$ cat config.mk
export PLATFORM = sky130hd
export DESIGN_NAME = adc_digital_control
export DESIGN_NICKNAME = d
export VERILOG_FILES = /design/src/design/adc_pkg.sv /design/src/design/adc_digital_control.sv
export VERILOG_INCLUDE_DIRS = /design/src /design/src/design
export SDC_FILE = /design/constraint.sdc
export NUM_CORES = 1
export LEC_CHECK = 0
export ABC_CLOCK_PERIOD_IN_PS = 13300
export BUFFER_PORTS_ARGS = -buffer_cell sky130_fd_sc_hd__buf_2
export CAP_MARGIN = 20
export CORE_MARGIN = 2
export CORE_UTILIZATION = 55
export DETAILED_ROUTE_END_ITERATION = 6
export PLACE_DENSITY = 0.76
export SLEW_MARGIN = 20
export SYNTH_ARGS = -nofsm -noshare
export SYNTH_HDL_FRONTEND = slang
export SYNTH_SLANG_ARGS = --single-unit
$ cat constraint.sdc
create_clock -name core_clk -period 13.3 [get_ports core_clk]
set_clock_uncertainty 0.05 [all_clocks]
set_input_delay 1.995 -clock core_clk [delete_from_list [all_inputs] [get_ports core_clk]]
set_output_delay 1.995 -clock core_clk [all_outputs]
set_load 0.05 [all_outputs]
$ cat src/design/adc_params.svh
`ifndef ADC_PARAMS_SVH
`define ADC_PARAMS_SVH

// Register indices; byte address on the bus is four times the index
`define IDX_ENABLE_CTRL   5'h00
`define IDX_ACCUM_CTRL    5'h01
`define IDX_REFCLK_CTRL   5'h02
`define IDX_DELAY_CTRL    5'h03
`define IDX_WINMODE_CTRL  5'h04
`define IDX_SAMPLEN_CTRL  5'h05
`define IDX_INPUT_SEL     5'h06
`define IDX_COMMAND       5'h08
`define IDX_EVENT_CTRL    5'h09
`define IDX_IRQ_ENABLE    5'h0A
`define IDX_IRQ_FLAGS     5'h0B
`define IDX_DEBUG_CTRL    5'h0C
`define IDX_STAGING       5'h0D
`define IDX_RESULT_LO     5'h10
`define IDX_RESULT_HI     5'h11
`define IDX_WINLO_LO      5'h12
`define IDX_WINLO_HI      5'h13
`define IDX_WINHI_LO      5'h14
`define IDX_WINHI_HI      5'h15
`define IDX_DUTY_CALIBRATION         5'h16

// Writable masks, reserved bits read zero
`define MASK_ENABLE_CTRL  8'h85
`define MASK_ACCUM_CTRL   8'h07
`define MASK_REFCLK_CTRL  8'h77
`define MASK_WINMODE_CTRL 8'h07
`define MASK_SAMPLEN_CTRL 8'h1F
`define MASK_INPUT_SEL    8'h1F
`define MASK_BIT0         8'h01
`define MASK_FLAGS        8'h03
`define RESET_BYTE        8'h00
`define RESET_WORD        16'h0000

// Field positions
`define BIT_ENABLE        0
`define BIT_RES_SEL       2
`define BIT_STANDBY_RUN   7
`define BIT_SAMPLE_CAP    6
`define BIT_DELAY_VAR     4
`define BIT_RDY           0
`define BIT_WIN           1

// Field codes
`define REF_INTERNAL      2'h0
`define ACCUM_MAX_CODE    3'h6
`define INIT_MAX_CODE     3'h5
`define WIN_BELOW         3'h1
`define WIN_ABOVE         3'h2
`define WIN_INSIDE        3'h3
`define WIN_OUTSIDE       3'h4
`define SAMPLE_BASE_TICKS 6'h02
`define INIT_UNIT_TICKS   9'h008

`endif

$ cat src/design/adc_pkg.sv
package adc_pkg;
	typedef enum logic [2:0] {
		ST_IDLE    = 3'b000,
		ST_INIT    = 3'b001,
		ST_SAMPLE  = 3'b010,
		ST_CONVERT = 3'b011,
		ST_GAP     = 3'b100
	} conv_state_t;
endpackage

$ cat src/design/adc_digital_control.sv
// Chosen here: the Wishbone slave port.
`timescale 1ns/1ps
`include "adc_params.svh"
// What this block does
// Resolution bit keeps top eight bits only
// Control bit 0 enables the converter
// Control bit 7 keeps running in standby
// Accumulate code 0..6 means 1..64 samples
// Sum accumulated samples into 16-bit result
// Reference code 0 internal, 1 supply
// Converter clock is core clock over 2^(n+1)
// Bit 6 drives sample capacitance select out
// Initial delay after enable or internal reference
// Initial delay also after deep sleep wake
// Delay variation increments inter-sample delay field
// Inter-sample delay wraps from 0xF to 0
// Inter-sample gap counts converter clock cycles
// Sampling capacitor stays open during gap
// Window mode below, above, inside, outside
// Start bit begins conversion, reads busy
// Flags clear on write one or result read
// One shared staging byte for 16-bit access
// Disabled converter ignores all start requests
// Reserved bits read zero, ignore writes
module adc_digital_control
	import adc_pkg::*;
#(
	parameter int ADDR_W = 7
) (
	input  wire logic              core_clk,
	input  wire logic              reset,
	input  wire logic              wb_cyc_i,
	input  wire logic              wb_stb_i,
	input  wire logic              wb_we_i,
	input  wire logic [ADDR_W-1:0] wb_adr_i,
	input  wire logic [3:0]        wb_sel_i,
	input  wire logic [31:0]       wb_dat_i,
	output logic      [31:0]       wb_dat_o,
	output logic                   wb_ack_o,
	input  wire logic              standby_sleep,
	input  wire logic              deep_wake,
	input  wire logic              debug_halt,
	input  wire logic              event_in,
	input  wire logic              core_done,
	input  wire logic [9:0]        core_data,
	output logic                   adc_clk,
	output logic                   sampling,
	output logic                   convert_start,
	output logic                   sample_cap_select,
	output logic      [1:0]        reference_select,
	output logic      [4:0]        input_select,
	output logic                   duty_cycle_trim,
	output logic                   irq_rdy_req,
	output logic                   irq_win_req
);

	logic [7:0]  enable_ctrl_r;
	logic [7:0]  accum_ctrl_r;
	logic [7:0]  refclk_ctrl_r;
	logic [7:0]  delay_ctrl_r;
	logic [7:0]  winmode_ctrl_r;
	logic [7:0]  samplen_ctrl_r;
	logic [7:0]  input_sel_r;
	logic [7:0]  event_ctrl_r;
	logic [7:0]  irq_enable_r;
	logic [7:0]  debug_ctrl_r;
	logic [7:0]  duty_calibration_r;
	logic [7:0]  staging_r;
	logic [1:0]  flags_r;
	logic [1:0]  irq_r;
	logic [15:0] result_r;
	logic [15:0] win_low_r;
	logic [15:0] win_high_r;
	logic [15:0] acc_r;
	logic [7:0]  clock_divider_cnt_r;
	logic [8:0]  tick_cnt_r;
	logic [6:0]  samples_left_r;
	logic        init_pending_r;
	logic        enable_prev_r;
	logic        event_prev_r;
	logic        adc_clk_r;
	logic        sampling_r;
	logic        convert_start_r;
	logic        ack_r;
	logic [31:0] rdata_r;
	conv_state_t state_r;

	logic        access;
	logic        wr;
	logic        rd;
	logic [4:0]  idx;
	logic [7:0]  wbyte;
	logic        converter_on;
	logic        run_ok;
	logic        tick;
	logic [7:0]  clock_divider_mask;
	logic [8:0]  init_ticks;
	logic [6:0]  sample_total;
	logic [15:0] sample_val;
	logic [15:0] acc_sum;
	logic        win_hit;
	logic        start_req;
	logic        sample_done;
	logic        conv_last;
	logic        result_read;
	logic [1:0]  flag_set;
	logic [1:0]  flag_clr;
	logic [1:0]  flags_nxt;
	logic [1:0]  irq_en_nxt;
	logic [7:0]  rbyte;

	// Accesses act only in the cycle before ack, so each is taken once
	assign access = wb_cyc_i & wb_stb_i & ~ack_r;
	assign wr     = access & wb_we_i & wb_sel_i[0];
	assign rd     = access & ~wb_we_i;
	assign idx    = wb_adr_i[6:2];
	assign wbyte  = wb_dat_i[7:0];

	assign converter_on = enable_ctrl_r[`BIT_ENABLE];
	// Sleep and debug halts freeze the sequence rather than abort it
	assign run_ok = converter_on
		& (~standby_sleep | enable_ctrl_r[`BIT_STANDBY_RUN])
		& (~debug_halt | debug_ctrl_r[0]);

	assign clock_divider_mask = 8'((9'h002 << refclk_ctrl_r[2:0]) - 9'h001);
	assign tick = run_ok & ((clock_divider_cnt_r & clock_divider_mask) == clock_divider_mask);

	// reserved delay codes are taken as no delay
	assign init_ticks = (delay_ctrl_r[7:5] == 3'h0
		|| delay_ctrl_r[7:5] > `INIT_MAX_CODE) ? 9'h000
		: 9'(`INIT_UNIT_TICKS << delay_ctrl_r[7:5]);

	// the reserved code falls back to a single sample
	assign sample_total = (accum_ctrl_r[2:0] > `ACCUM_MAX_CODE) ? 7'h01
		: 7'(7'h01 << accum_ctrl_r[2:0]);

	assign sample_val = enable_ctrl_r[`BIT_RES_SEL] ?
		{8'h00, core_data[9:2]} : {6'h00, core_data};
	assign acc_sum = acc_r + sample_val;


	always_comb begin
		case (winmode_ctrl_r[2:0])
		`WIN_BELOW:   win_hit = acc_sum < win_low_r;
		`WIN_ABOVE:   win_hit = acc_sum > win_high_r;
		`WIN_INSIDE:  win_hit = (acc_sum > win_low_r)
			&& (acc_sum < win_high_r);
		`WIN_OUTSIDE: win_hit = (acc_sum < win_low_r)
			|| (acc_sum > win_high_r);
		default:      win_hit = 1'b0;
		endcase
	end


	assign start_req = (wr && idx == `IDX_COMMAND && wbyte[0])
		|| (event_ctrl_r[0] && event_in && !event_prev_r);

	assign sample_done = (state_r == ST_CONVERT) && core_done && run_ok;
	assign conv_last   = sample_done && samples_left_r == 7'h01;
	assign result_read = rd && (idx == `IDX_RESULT_LO || idx == `IDX_RESULT_HI);
	assign flag_set    = {conv_last & win_hit, conv_last};

	assign flag_clr = (wr && idx == `IDX_IRQ_FLAGS) ?
		wbyte[1:0] : {2{result_read}};
	assign flags_nxt  = (flags_r & ~flag_clr) | flag_set;
	assign irq_en_nxt = (wr && idx == `IDX_IRQ_ENABLE) ?
		wbyte[1:0] : irq_enable_r[1:0];

	always_ff @(posedge core_clk) begin
		if (reset || !converter_on) begin
			clock_divider_cnt_r <= `RESET_BYTE;
			adc_clk_r   <= 1'b0;
		end else begin
			clock_divider_cnt_r <= clock_divider_cnt_r + 8'h01;
			adc_clk_r   <= clock_divider_cnt_r[refclk_ctrl_r[2:0]];
		end
	end

	// Conversion sequence
	always_ff @(posedge core_clk) begin
		if (reset) begin
			state_r         <= ST_IDLE;
			tick_cnt_r      <= 9'h000;
			samples_left_r  <= 7'h00;
			acc_r           <= `RESET_WORD;
			result_r        <= `RESET_WORD;
			sampling_r      <= 1'b0;
			convert_start_r <= 1'b0;
		end else begin
			convert_start_r <= 1'b0;
			case (state_r)
			ST_IDLE: begin
				sampling_r <= 1'b0;
				if (start_req && converter_on) begin
					samples_left_r <= sample_total;
					acc_r          <= `RESET_WORD;
					tick_cnt_r     <= 9'h000;
					state_r        <= init_pending_r ? ST_INIT : ST_SAMPLE;
					sampling_r     <= !init_pending_r;
				end
			end
			ST_INIT: begin
				if (tick) tick_cnt_r <= tick_cnt_r + 9'h001;
				if (tick_cnt_r >= init_ticks) begin
					state_r    <= ST_SAMPLE;
					sampling_r <= 1'b1;
					tick_cnt_r <= 9'h000;
				end
			end
			ST_SAMPLE: begin
				if (tick) begin
					if (tick_cnt_r + 9'h001 >= 9'({1'b0,
						samplen_ctrl_r[4:0]} + `SAMPLE_BASE_TICKS)) begin
						state_r         <= ST_CONVERT;
						sampling_r      <= 1'b0;
						convert_start_r <= 1'b1;
						tick_cnt_r      <= 9'h000;
					end else begin
						tick_cnt_r <= tick_cnt_r + 9'h001;
					end
				end
			end
			ST_CONVERT: begin
				if (sample_done) begin
					acc_r          <= acc_sum;
					samples_left_r <= samples_left_r - 7'h01;
					state_r        <= conv_last ? ST_IDLE : ST_GAP;
					if (conv_last) result_r <= acc_sum;
				end
			end
			ST_GAP: begin
				sampling_r <= 1'b0;
				if (tick) tick_cnt_r <= tick_cnt_r + 9'h001;
				if (tick_cnt_r >= {5'h00, delay_ctrl_r[3:0]}) begin
					state_r    <= ST_SAMPLE;
					sampling_r <= 1'b1;
					tick_cnt_r <= 9'h000;
				end
			end
			default: state_r <= ST_IDLE;
			endcase
			if (!converter_on) begin
				state_r    <= ST_IDLE;
				sampling_r <= 1'b0;
			end
		end
	end

	// Pending start-up delay, consumed by the next start
	always_ff @(posedge core_clk) begin
		if (reset) begin
			init_pending_r <= 1'b1;
			enable_prev_r  <= 1'b0;
			event_prev_r   <= 1'b0;
		end else begin
			enable_prev_r <= converter_on;
			event_prev_r  <= event_in;
			if ((converter_on && !enable_prev_r) || deep_wake) begin
				init_pending_r <= 1'b1;
			end else if (wr && idx == `IDX_REFCLK_CTRL
				&& wbyte[5:4] == `REF_INTERNAL
				&& refclk_ctrl_r[5:4] != `REF_INTERNAL) begin
				init_pending_r <= 1'b1;
			end else if (state_r == ST_IDLE && start_req && converter_on) begin
				init_pending_r <= 1'b0;
			end
		end
	end

	// Control registers; reserved bits masked off on write
	always_ff @(posedge core_clk) begin
		if (reset) begin
			enable_ctrl_r  <= `RESET_BYTE;
			accum_ctrl_r   <= `RESET_BYTE;
			refclk_ctrl_r  <= `RESET_BYTE;
			winmode_ctrl_r <= `RESET_BYTE;
			samplen_ctrl_r <= `RESET_BYTE;
			input_sel_r    <= `RESET_BYTE;
			event_ctrl_r   <= `RESET_BYTE;
			irq_enable_r   <= `RESET_BYTE;
			debug_ctrl_r   <= `RESET_BYTE;
			duty_calibration_r        <= `RESET_BYTE;
		end else if (wr) begin
			case (idx)
			`IDX_ENABLE_CTRL: begin
				enable_ctrl_r <= wbyte & `MASK_ENABLE_CTRL;
			end
			`IDX_ACCUM_CTRL:   accum_ctrl_r   <= wbyte & `MASK_ACCUM_CTRL;
			`IDX_REFCLK_CTRL:  refclk_ctrl_r  <= wbyte & `MASK_REFCLK_CTRL;
			`IDX_WINMODE_CTRL: winmode_ctrl_r <= wbyte & `MASK_WINMODE_CTRL;
			`IDX_SAMPLEN_CTRL: samplen_ctrl_r <= wbyte & `MASK_SAMPLEN_CTRL;
			`IDX_INPUT_SEL:    input_sel_r    <= wbyte & `MASK_INPUT_SEL;
			`IDX_EVENT_CTRL:   event_ctrl_r   <= wbyte & `MASK_BIT0;
			`IDX_IRQ_ENABLE:   irq_enable_r   <= wbyte & `MASK_FLAGS;
			`IDX_DEBUG_CTRL:   debug_ctrl_r   <= wbyte & `MASK_BIT0;
			`IDX_DUTY_CALIBRATION:        duty_calibration_r        <= wbyte & `MASK_BIT0;
			default: ;
			endcase
		end
	end

	// Software write to the delay register wins over the auto increment
	always_ff @(posedge core_clk) begin
		if (reset) begin
			delay_ctrl_r <= `RESET_BYTE;
		end else if (wr && idx == `IDX_DELAY_CTRL) begin
			delay_ctrl_r <= wbyte;
		end else if (sample_done && delay_ctrl_r[`BIT_DELAY_VAR]) begin
			delay_ctrl_r[3:0] <= delay_ctrl_r[3:0] + 4'h1;
		end
	end

	// Flags: a set in the same cycle as a clear wins; requests are
	// registered from the next values so they keep the flags' timing
	always_ff @(posedge core_clk) begin
		if (reset) begin
			flags_r <= 2'b00;
			irq_r   <= 2'b00;
		end else begin
			flags_r <= flags_nxt;
			irq_r   <= flags_nxt & irq_en_nxt;
		end
	end


	always_ff @(posedge core_clk) begin
		if (reset) begin
			staging_r  <= `RESET_BYTE;
			win_low_r  <= `RESET_WORD;
			win_high_r <= `RESET_WORD;
		end else if (wr) begin
			case (idx)
			`IDX_STAGING, `IDX_WINLO_LO, `IDX_WINHI_LO: staging_r <= wbyte;
			`IDX_WINLO_HI: win_low_r  <= {wbyte, staging_r};
			`IDX_WINHI_HI: win_high_r <= {wbyte, staging_r};
			default: ;
			endcase
		end else if (rd) begin
			case (idx)
			`IDX_RESULT_LO: staging_r <= result_r[15:8];
			`IDX_WINLO_LO:  staging_r <= win_low_r[15:8];
			`IDX_WINHI_LO:  staging_r <= win_high_r[15:8];
			default: ;
			endcase
		end
	end

	always_comb begin
		case (idx)
		`IDX_ENABLE_CTRL:  rbyte = enable_ctrl_r;
		`IDX_ACCUM_CTRL:   rbyte = accum_ctrl_r;
		`IDX_REFCLK_CTRL:  rbyte = refclk_ctrl_r;
		`IDX_DELAY_CTRL:   rbyte = delay_ctrl_r;
		`IDX_WINMODE_CTRL: rbyte = winmode_ctrl_r;
		`IDX_SAMPLEN_CTRL: rbyte = samplen_ctrl_r;
		`IDX_INPUT_SEL:    rbyte = input_sel_r;
		`IDX_COMMAND:      rbyte = {7'h00, state_r != ST_IDLE};
		`IDX_EVENT_CTRL:   rbyte = event_ctrl_r;
		`IDX_IRQ_ENABLE:   rbyte = irq_enable_r;
		`IDX_IRQ_FLAGS:    rbyte = {6'h00, flags_r};
		`IDX_DEBUG_CTRL:   rbyte = debug_ctrl_r;
		`IDX_STAGING:      rbyte = staging_r;
		`IDX_RESULT_LO:    rbyte = result_r[7:0];
		`IDX_WINLO_LO:     rbyte = win_low_r[7:0];
		`IDX_WINHI_LO:     rbyte = win_high_r[7:0];
		`IDX_RESULT_HI, `IDX_WINLO_HI, `IDX_WINHI_HI: rbyte = staging_r;
		`IDX_DUTY_CALIBRATION:        rbyte = duty_calibration_r;
		default:           rbyte = `RESET_BYTE;
		endcase
	end

	// Single wait state: ack one edge after the request is seen
	always_ff @(posedge core_clk) begin
		if (reset) begin
			ack_r   <= 1'b0;
			rdata_r <= 32'h0000_0000;
		end else begin
			ack_r   <= access;
			rdata_r <= rd ? {24'h00_0000, rbyte} : 32'h0000_0000;
		end
	end

	assign wb_ack_o          = ack_r;
	assign wb_dat_o          = rdata_r;
	assign adc_clk           = adc_clk_r;
	assign sampling          = sampling_r;
	assign convert_start     = convert_start_r;
	assign sample_cap_select = refclk_ctrl_r[`BIT_SAMPLE_CAP];
	assign reference_select  = refclk_ctrl_r[5:4];
	assign input_select      = input_sel_r[4:0];
	assign duty_cycle_trim   = duty_calibration_r[0];
	assign irq_rdy_req       = irq_r[`BIT_RDY];
	assign irq_win_req       = irq_r[`BIT_WIN];

endmodule

# After elaboration in Yosys (flattened, before gate mapping)
# Cells that the tools add are included.
# op_classes
shift,3
order_cmp,10
n_eq_ne,36
muxes,44
reduce_logical,65
n_addsub,7
bitwise,24
# ops
op,n
$pmux 8 s17,1
$mux 9,7
$pmux 9 s4,1
$eq 5x5->1 const B,7
$gt 16x16->1,2
$lt 16x16->1,2
$mux 16,2
$pmux 16 s2,1
$eq 5x4->1 const B,6
$mux 8,3
$pmux 8 s3,1
$reduce_and 2->1,12
$mux 3,7
$mux 7,3
$logic_and 1x1->1,20
$add 16x10->16,1
$eq 5x3->1 const B,3
$pmux 3 s5,1
$pmux 7 s2,1
$eq 3x2->1 const B,4
$ne 2x2->1 const B,6
$reduce_and 3->1,4
$eq 5x2->1 const B,2
$mux 10,1
45 further kinds,91
# totals
elab_cells,221
out_inout_bits,47
inputBits,63
ff_bits,180

# Logic depth before layout (Yosys ltp)
# logic_depth
depth_word,10
mapped_depth,19
depth_no_buf,18

# Worst setup path after synthesis
# OpenSTA, ideal clock, no wires.
# synth_path
kind,input to register
from,input port core_data[2]
to,register irq_r[1]
path_slack_ps,7330
path_stages,18
path_buffers,0
setup_ps,76
arrival_time_ps,5845
t_required_ps,13174
path_cell_list,mux2_2 > ha_1 > fa_1 > a21o_1 > a21oi_1 > o21ai_0 > a41oi_1 > nor2_1 > xnor2_1 > inv_1 > ha_1 > nand4_1 > nor2_1 > o2bb2ai_1 > or4b_2 > a21oi_1 > o31ai_1 > a21boi_0
# synth_between
elab_chain_cells,8
word_cells_on_any_way,12
classes_between,add/sub (1); order compare (4); mux (2); bitwise (3); reduce/logical (2)
# synth_rtl
element,line,rtl
from (decl),adc_digital_control.sv:45,"input wire logic [9:0] core_data,"
$mux 10 (*),adc_digital_control.sv:137,assign sample_val = enable_ctrl_r[`BIT_RES_SEL] ?
$add 16x10->16 (*),adc_digital_control.sv:139,assign acc_sum = acc_r + sample_val;
net acc_sum[14],adc_digital_control.sv:100,logic [15:0] acc_sum;
"$lt 16x16->1, or another cell as far along","adc_digital_control.sv:144, adc_digital_control.sv:148",
$logic_or 1x1->1 or $logic_and 1x1->1 (tied branches),"adc_digital_control.sv:149, adc_digital_control.sv:147",
$pmux 1 s4 (*),adc_digital_control.sv:143,case (winmode_ctrl_r[2:0])
$and 1x1->1 (*),adc_digital_control.sv:161,"assign flag_set = {conv_last & win_hit, conv_last};"
$or 2x2->2 (*),adc_digital_control.sv:165,assign flags_nxt = (flags_r & ~flag_clr) | flag_set;
$and 2x2->2 (*),adc_digital_control.sv:321,irq_r <= flags_nxt & irq_en_nxt;
to (signal assigned),adc_digital_control.sv:321,
to (decl),adc_digital_control.sv:70,logic [1:0] irq_r;
# Mark *: on every way through the listed nets, which the timed path passes. The rest lies on a longest branch.
# A chain may end at the register's enable or synchronous reset.

# Final worst setup path
# Ends and elaborated chain as after synthesis.

==> flow_metrics.tcl <==
set metrics [dict create \
    outcome "finished, violations left" \
    violations "design-rule violations" \
    ys_top_cells_by_count "nand2_1, dfxtp_1, nor2_1, a21oi_1, ha_1" \
    initialDrtViolationCount 731 \
    yosysTopAreaCell "dfxtp_1" \
    first_pass_iters 7 \
    synth-compound-area-share_pct 20.59 \
    dieArea_um2 18390 \
    area_growth_pct 8.313 \
    synth.avg_cell_area_um2 8.046 \
    wl_um 26620 \
    place_hpwl_um 18800 \
    grt_pass1_vias 8167 \
    grt_antenna_before_repair 0 \
    num_vias 8779 \
    cts-root-buf "clkbuf_16" \
    syn_area_um2 9527 \
    grt.total_usage_pct 29.28 \
    min_period_ns 6.520 \
    cp-startpoint "core_data[2]" \
    grt_max_degree 73 \
    drc_errors 4 \
    reg2reg_depth 18 \
    ys_ff_latch 156 \
    worst-setup-path-type "input pin to register" \
    timing.fmax_mhz 153.4 \
    power_leakage_nw 3.811 \
    yosys.area_share.simple_pct 22.66 \
    hold_path_class "register to register" \
    setup_tns_ns 0 \
    grt-ovfl-total 0 \
    slowest_delay_ns 0.69 \
    holdPathStages 2 \
    crit_required_ns 13.60 \
    slew_headroom_pct 28.98 \
    hold_viol 0 \
    dp.cells 1403 \
    clk_latency_ns 0.43 \
    peakVddDrop_uv 89.13 \
    crit_path_cell_trace "buf_2 > mux2_2 > ha_1 > fa_1 > a21o_1 > a21oi_1 > o21ai_0 > a41oi_1 > nor2_1 > xnor2_1 > inv_1 > ha_1 > nand4_1 > nor2_1 > o2bb2ai_1 > or4b_2 > o32ai_1 > a32oi_1 > a21boi_0" \
    nets 1327 \
    ys_seq_area_share_pct 32.78 \
    slew_viol_final 0 \
    pre_cts_ws_ns 6.454 \
    die-width_um 135.6 \
    post-synth-top-count-cell "nand2_1" \
    cp-end-kind "register" \
    postCtsHoldBufs 0 \
    cellPowerDensity_nw_per_um2 97.44 \
    cp.arrival_ns 6.82 \
    grt_pass1_wl_um 42300 \
    clock_path_buffers 2 \
    rows 48 \
    drive_above_1_share_pct 10.08 \
    cts_htree_levels 4 \
    crit_path_max_fanout 7 \
    timing.final.ws_setup_ns 6.780 \
    cts_setup_buffers 0 \
    synth_edf_count 0 \
    cp-start-kind "input pin" \
    antenna_left 0 \
    start_util_pct 55.66 \
    ys.flop_type "dfxtp_1" \
    die_h_um 135.6 \
    diodes 0 \
    fill_cells 1582 \
    place_area_um2 9753 \
    cts_buffers 17 \
    numPortBuffers 56 \
    setup_viol 0 \
    post-route-period-util_pct 49.02 \
    synth_top_area_share_pct 32.78 \
    ys_types 85 \
    ctsResizeCount 0 \
    worstMarginPinSlew_ns 1.065 \
    path_clk_slew_ns 0.06 \
    synth-xor-area-share_pct 2.666 \
    stdcell_count 1435 \
    ff2ff_setup_slack_ns 7.64 \
    core-area_um2 17120 \
    synthAdderAreaFrac_pct 8.878 \
    r2r_start "enable_ctrl_r[2]$_SDFFE_PP0P_" \
    r2r_end "irq_r[1]$_SDFF_PP0_" \
    cts_tree "done" \
    synth_cells 1184 \
    async_reset_ff_share_pct 0 \
    vias_per_cell 6.118 \
    routedWlPerCell_um 18.55 \
    slowest_stage "or4b_2" \
    gp_congestion 0.9269 \
    clock-sinks 156 \
    utilization_pct 60.29 \
    final_area_um2 10320 \
    rsz0062_at_grt "false" \
    ys_warn_count 0 \
    yosys-top-cells-area "dfxtp_1, ha_1, nand2_1, nor2_1, a21oi_1" \
    synth_top_family_by_area "simple AND/OR/NAND/NOR gates" \
    crit_path_end "irq_r[1]$_SDFF_PP0_" \
    maxCapViolCount 0 \
    synthMuxAreaShare_pct 5.175 \
    io_pins 110 \
]
## cell families after synthesis
| family | count (synthesis) |
|---|---|
| AO/OA/AOI/OAI | 282 |
| XOR/XNOR | 29 |
| adder cells (fa/ha/maj) | 67 |
| buffers and inverters | 147 |
| flip-flops | 156 |
| multiplexers | 47 |
| other | 2 |
| AND/OR/NAND/NOR | 454 |
## area by class of cell
class                   instances  area [um2]  area share (%)
flip-flops and latches        156        3123           30.27
repair buffers                 63       335.3           3.250
multi-input cells             904        5807           56.28
clock inverters                 9       87.58          0.8488
clock buffers                  23       478.0           4.632
inverters                      55       206.4           2.001
well taps                     225       281.5           2.728
## power by group
group,total [W],internal [W],switching (W)
Sequential,0.000468,0.000468,0.000000426
Combinational,0.0000676,0.0000157,0.0000519
Clock,0.000470,0.000273,0.000197
## worst min-delay path by stage
stage | to | startpoint | slack (ns)
after floorplan | result_r[5]$_SDFFE_PP0P_ | result_r[5]$_SDFFE_PP0P_ | 0.39
after global placement | sampling$_SDFFE_PP0P_ | sampling$_SDFFE_PP0P_ | 0.39
after detailed placement | result_r[5]$_SDFFE_PP0P_ | result_r[5]$_SDFFE_PP0P_ | 0.40
after CTS | result_r[3]$_SDFFE_PP0P_ | result_r[3]$_SDFFE_PP0P_ | 0.41
after global routing | result_r[6]$_SDFFE_PP0P_ | result_r[6]$_SDFFE_PP0P_ | 0.43
final | result_r[6]$_SDFFE_PP0P_ | result_r[6]$_SDFFE_PP0P_ | 0.42
## metal layers
metal | up-vias | wire length, um | share of wire (%) | GRT usage, %
li1 | 4225 | - | - | -
met1 | 4124 | 11200 | 42 | 37.96
met2 | 365 | 12390 | 47 | 47.17
met3 | 65 | 2010 | 7.5 | 4.789
met4 | 0 | 1021 | 3.8 | 14.64
met5 | - | 0 | 0 | 0
## state kept, by name, indices dropped and copies added, names as in the netlist, 2 cells and up
register             cells
clock_divider_cnt_r      8
wb_dat_o                 8
winmode_ctrl_r           3
refclk_ctrl_r            6
flags_r                  2
staging_r                8
samplen_ctrl_r           5
irq_enable_r             2
state_r                  3
acc_r                   16
tick_cnt_r               9
samples_left_r           7
result_r                16
irq_r                    2
win_high_r              16
enable_ctrl_r            3
input_sel_r              5
accum_ctrl_r             3
delay_ctrl_r             8
win_low_r               16
## worst max-delay path: cells and delay by family
family,cells,cell delay (ns)
compound gates,8,1.89
buf+inv,2,0.23
mux,1,0.27
simple gates,4,1.11
xor+xnor,1,0.40
fa+ha+maj,3,0.90
## cell usage in the layout, fill, tap and decap left out, drive strengths merged, types with 11 or more instances in the layout
cell type | Yosys | final
nand2 | 163 | 163
dfxtp | 156 | 156
nor2 | 124 | 124
a21oi | 91 | 91
ha | 66 | 66
buf | 49 | 63
inv | 55 | 56
mux2i | 38 | 38
nand3 | 32 | 32
o21ai | 32 | 32
nor3 | 30 | 30
a22oi | 26 | 26
conb | 2 | 25
clkbuf | 43 | 23
xnor2 | 17 | 17
a211oi | 15 | 15
nand4 | 14 | 14
nand2b | 14 | 14
xor2 | 12 | 12
a21o | 11 | 11
and3 | 11 | 11
nor2b | 11 | 11
a222oi | 11 | 11
a31oi | 11 | 11
## stage by stage
step | power, W | hold WS [ns]
floorplan | 0.0005311 | 0.3857
global placement | 0.0005435 | 0.3894
detailed placement | 0.0005443 | 0.4013
CTS | 0.001008 | 0.4129
global route | 0.001034 | 0.4257
finish | 0.001005 | 0.4171
(Power assumes the default switching activity.)
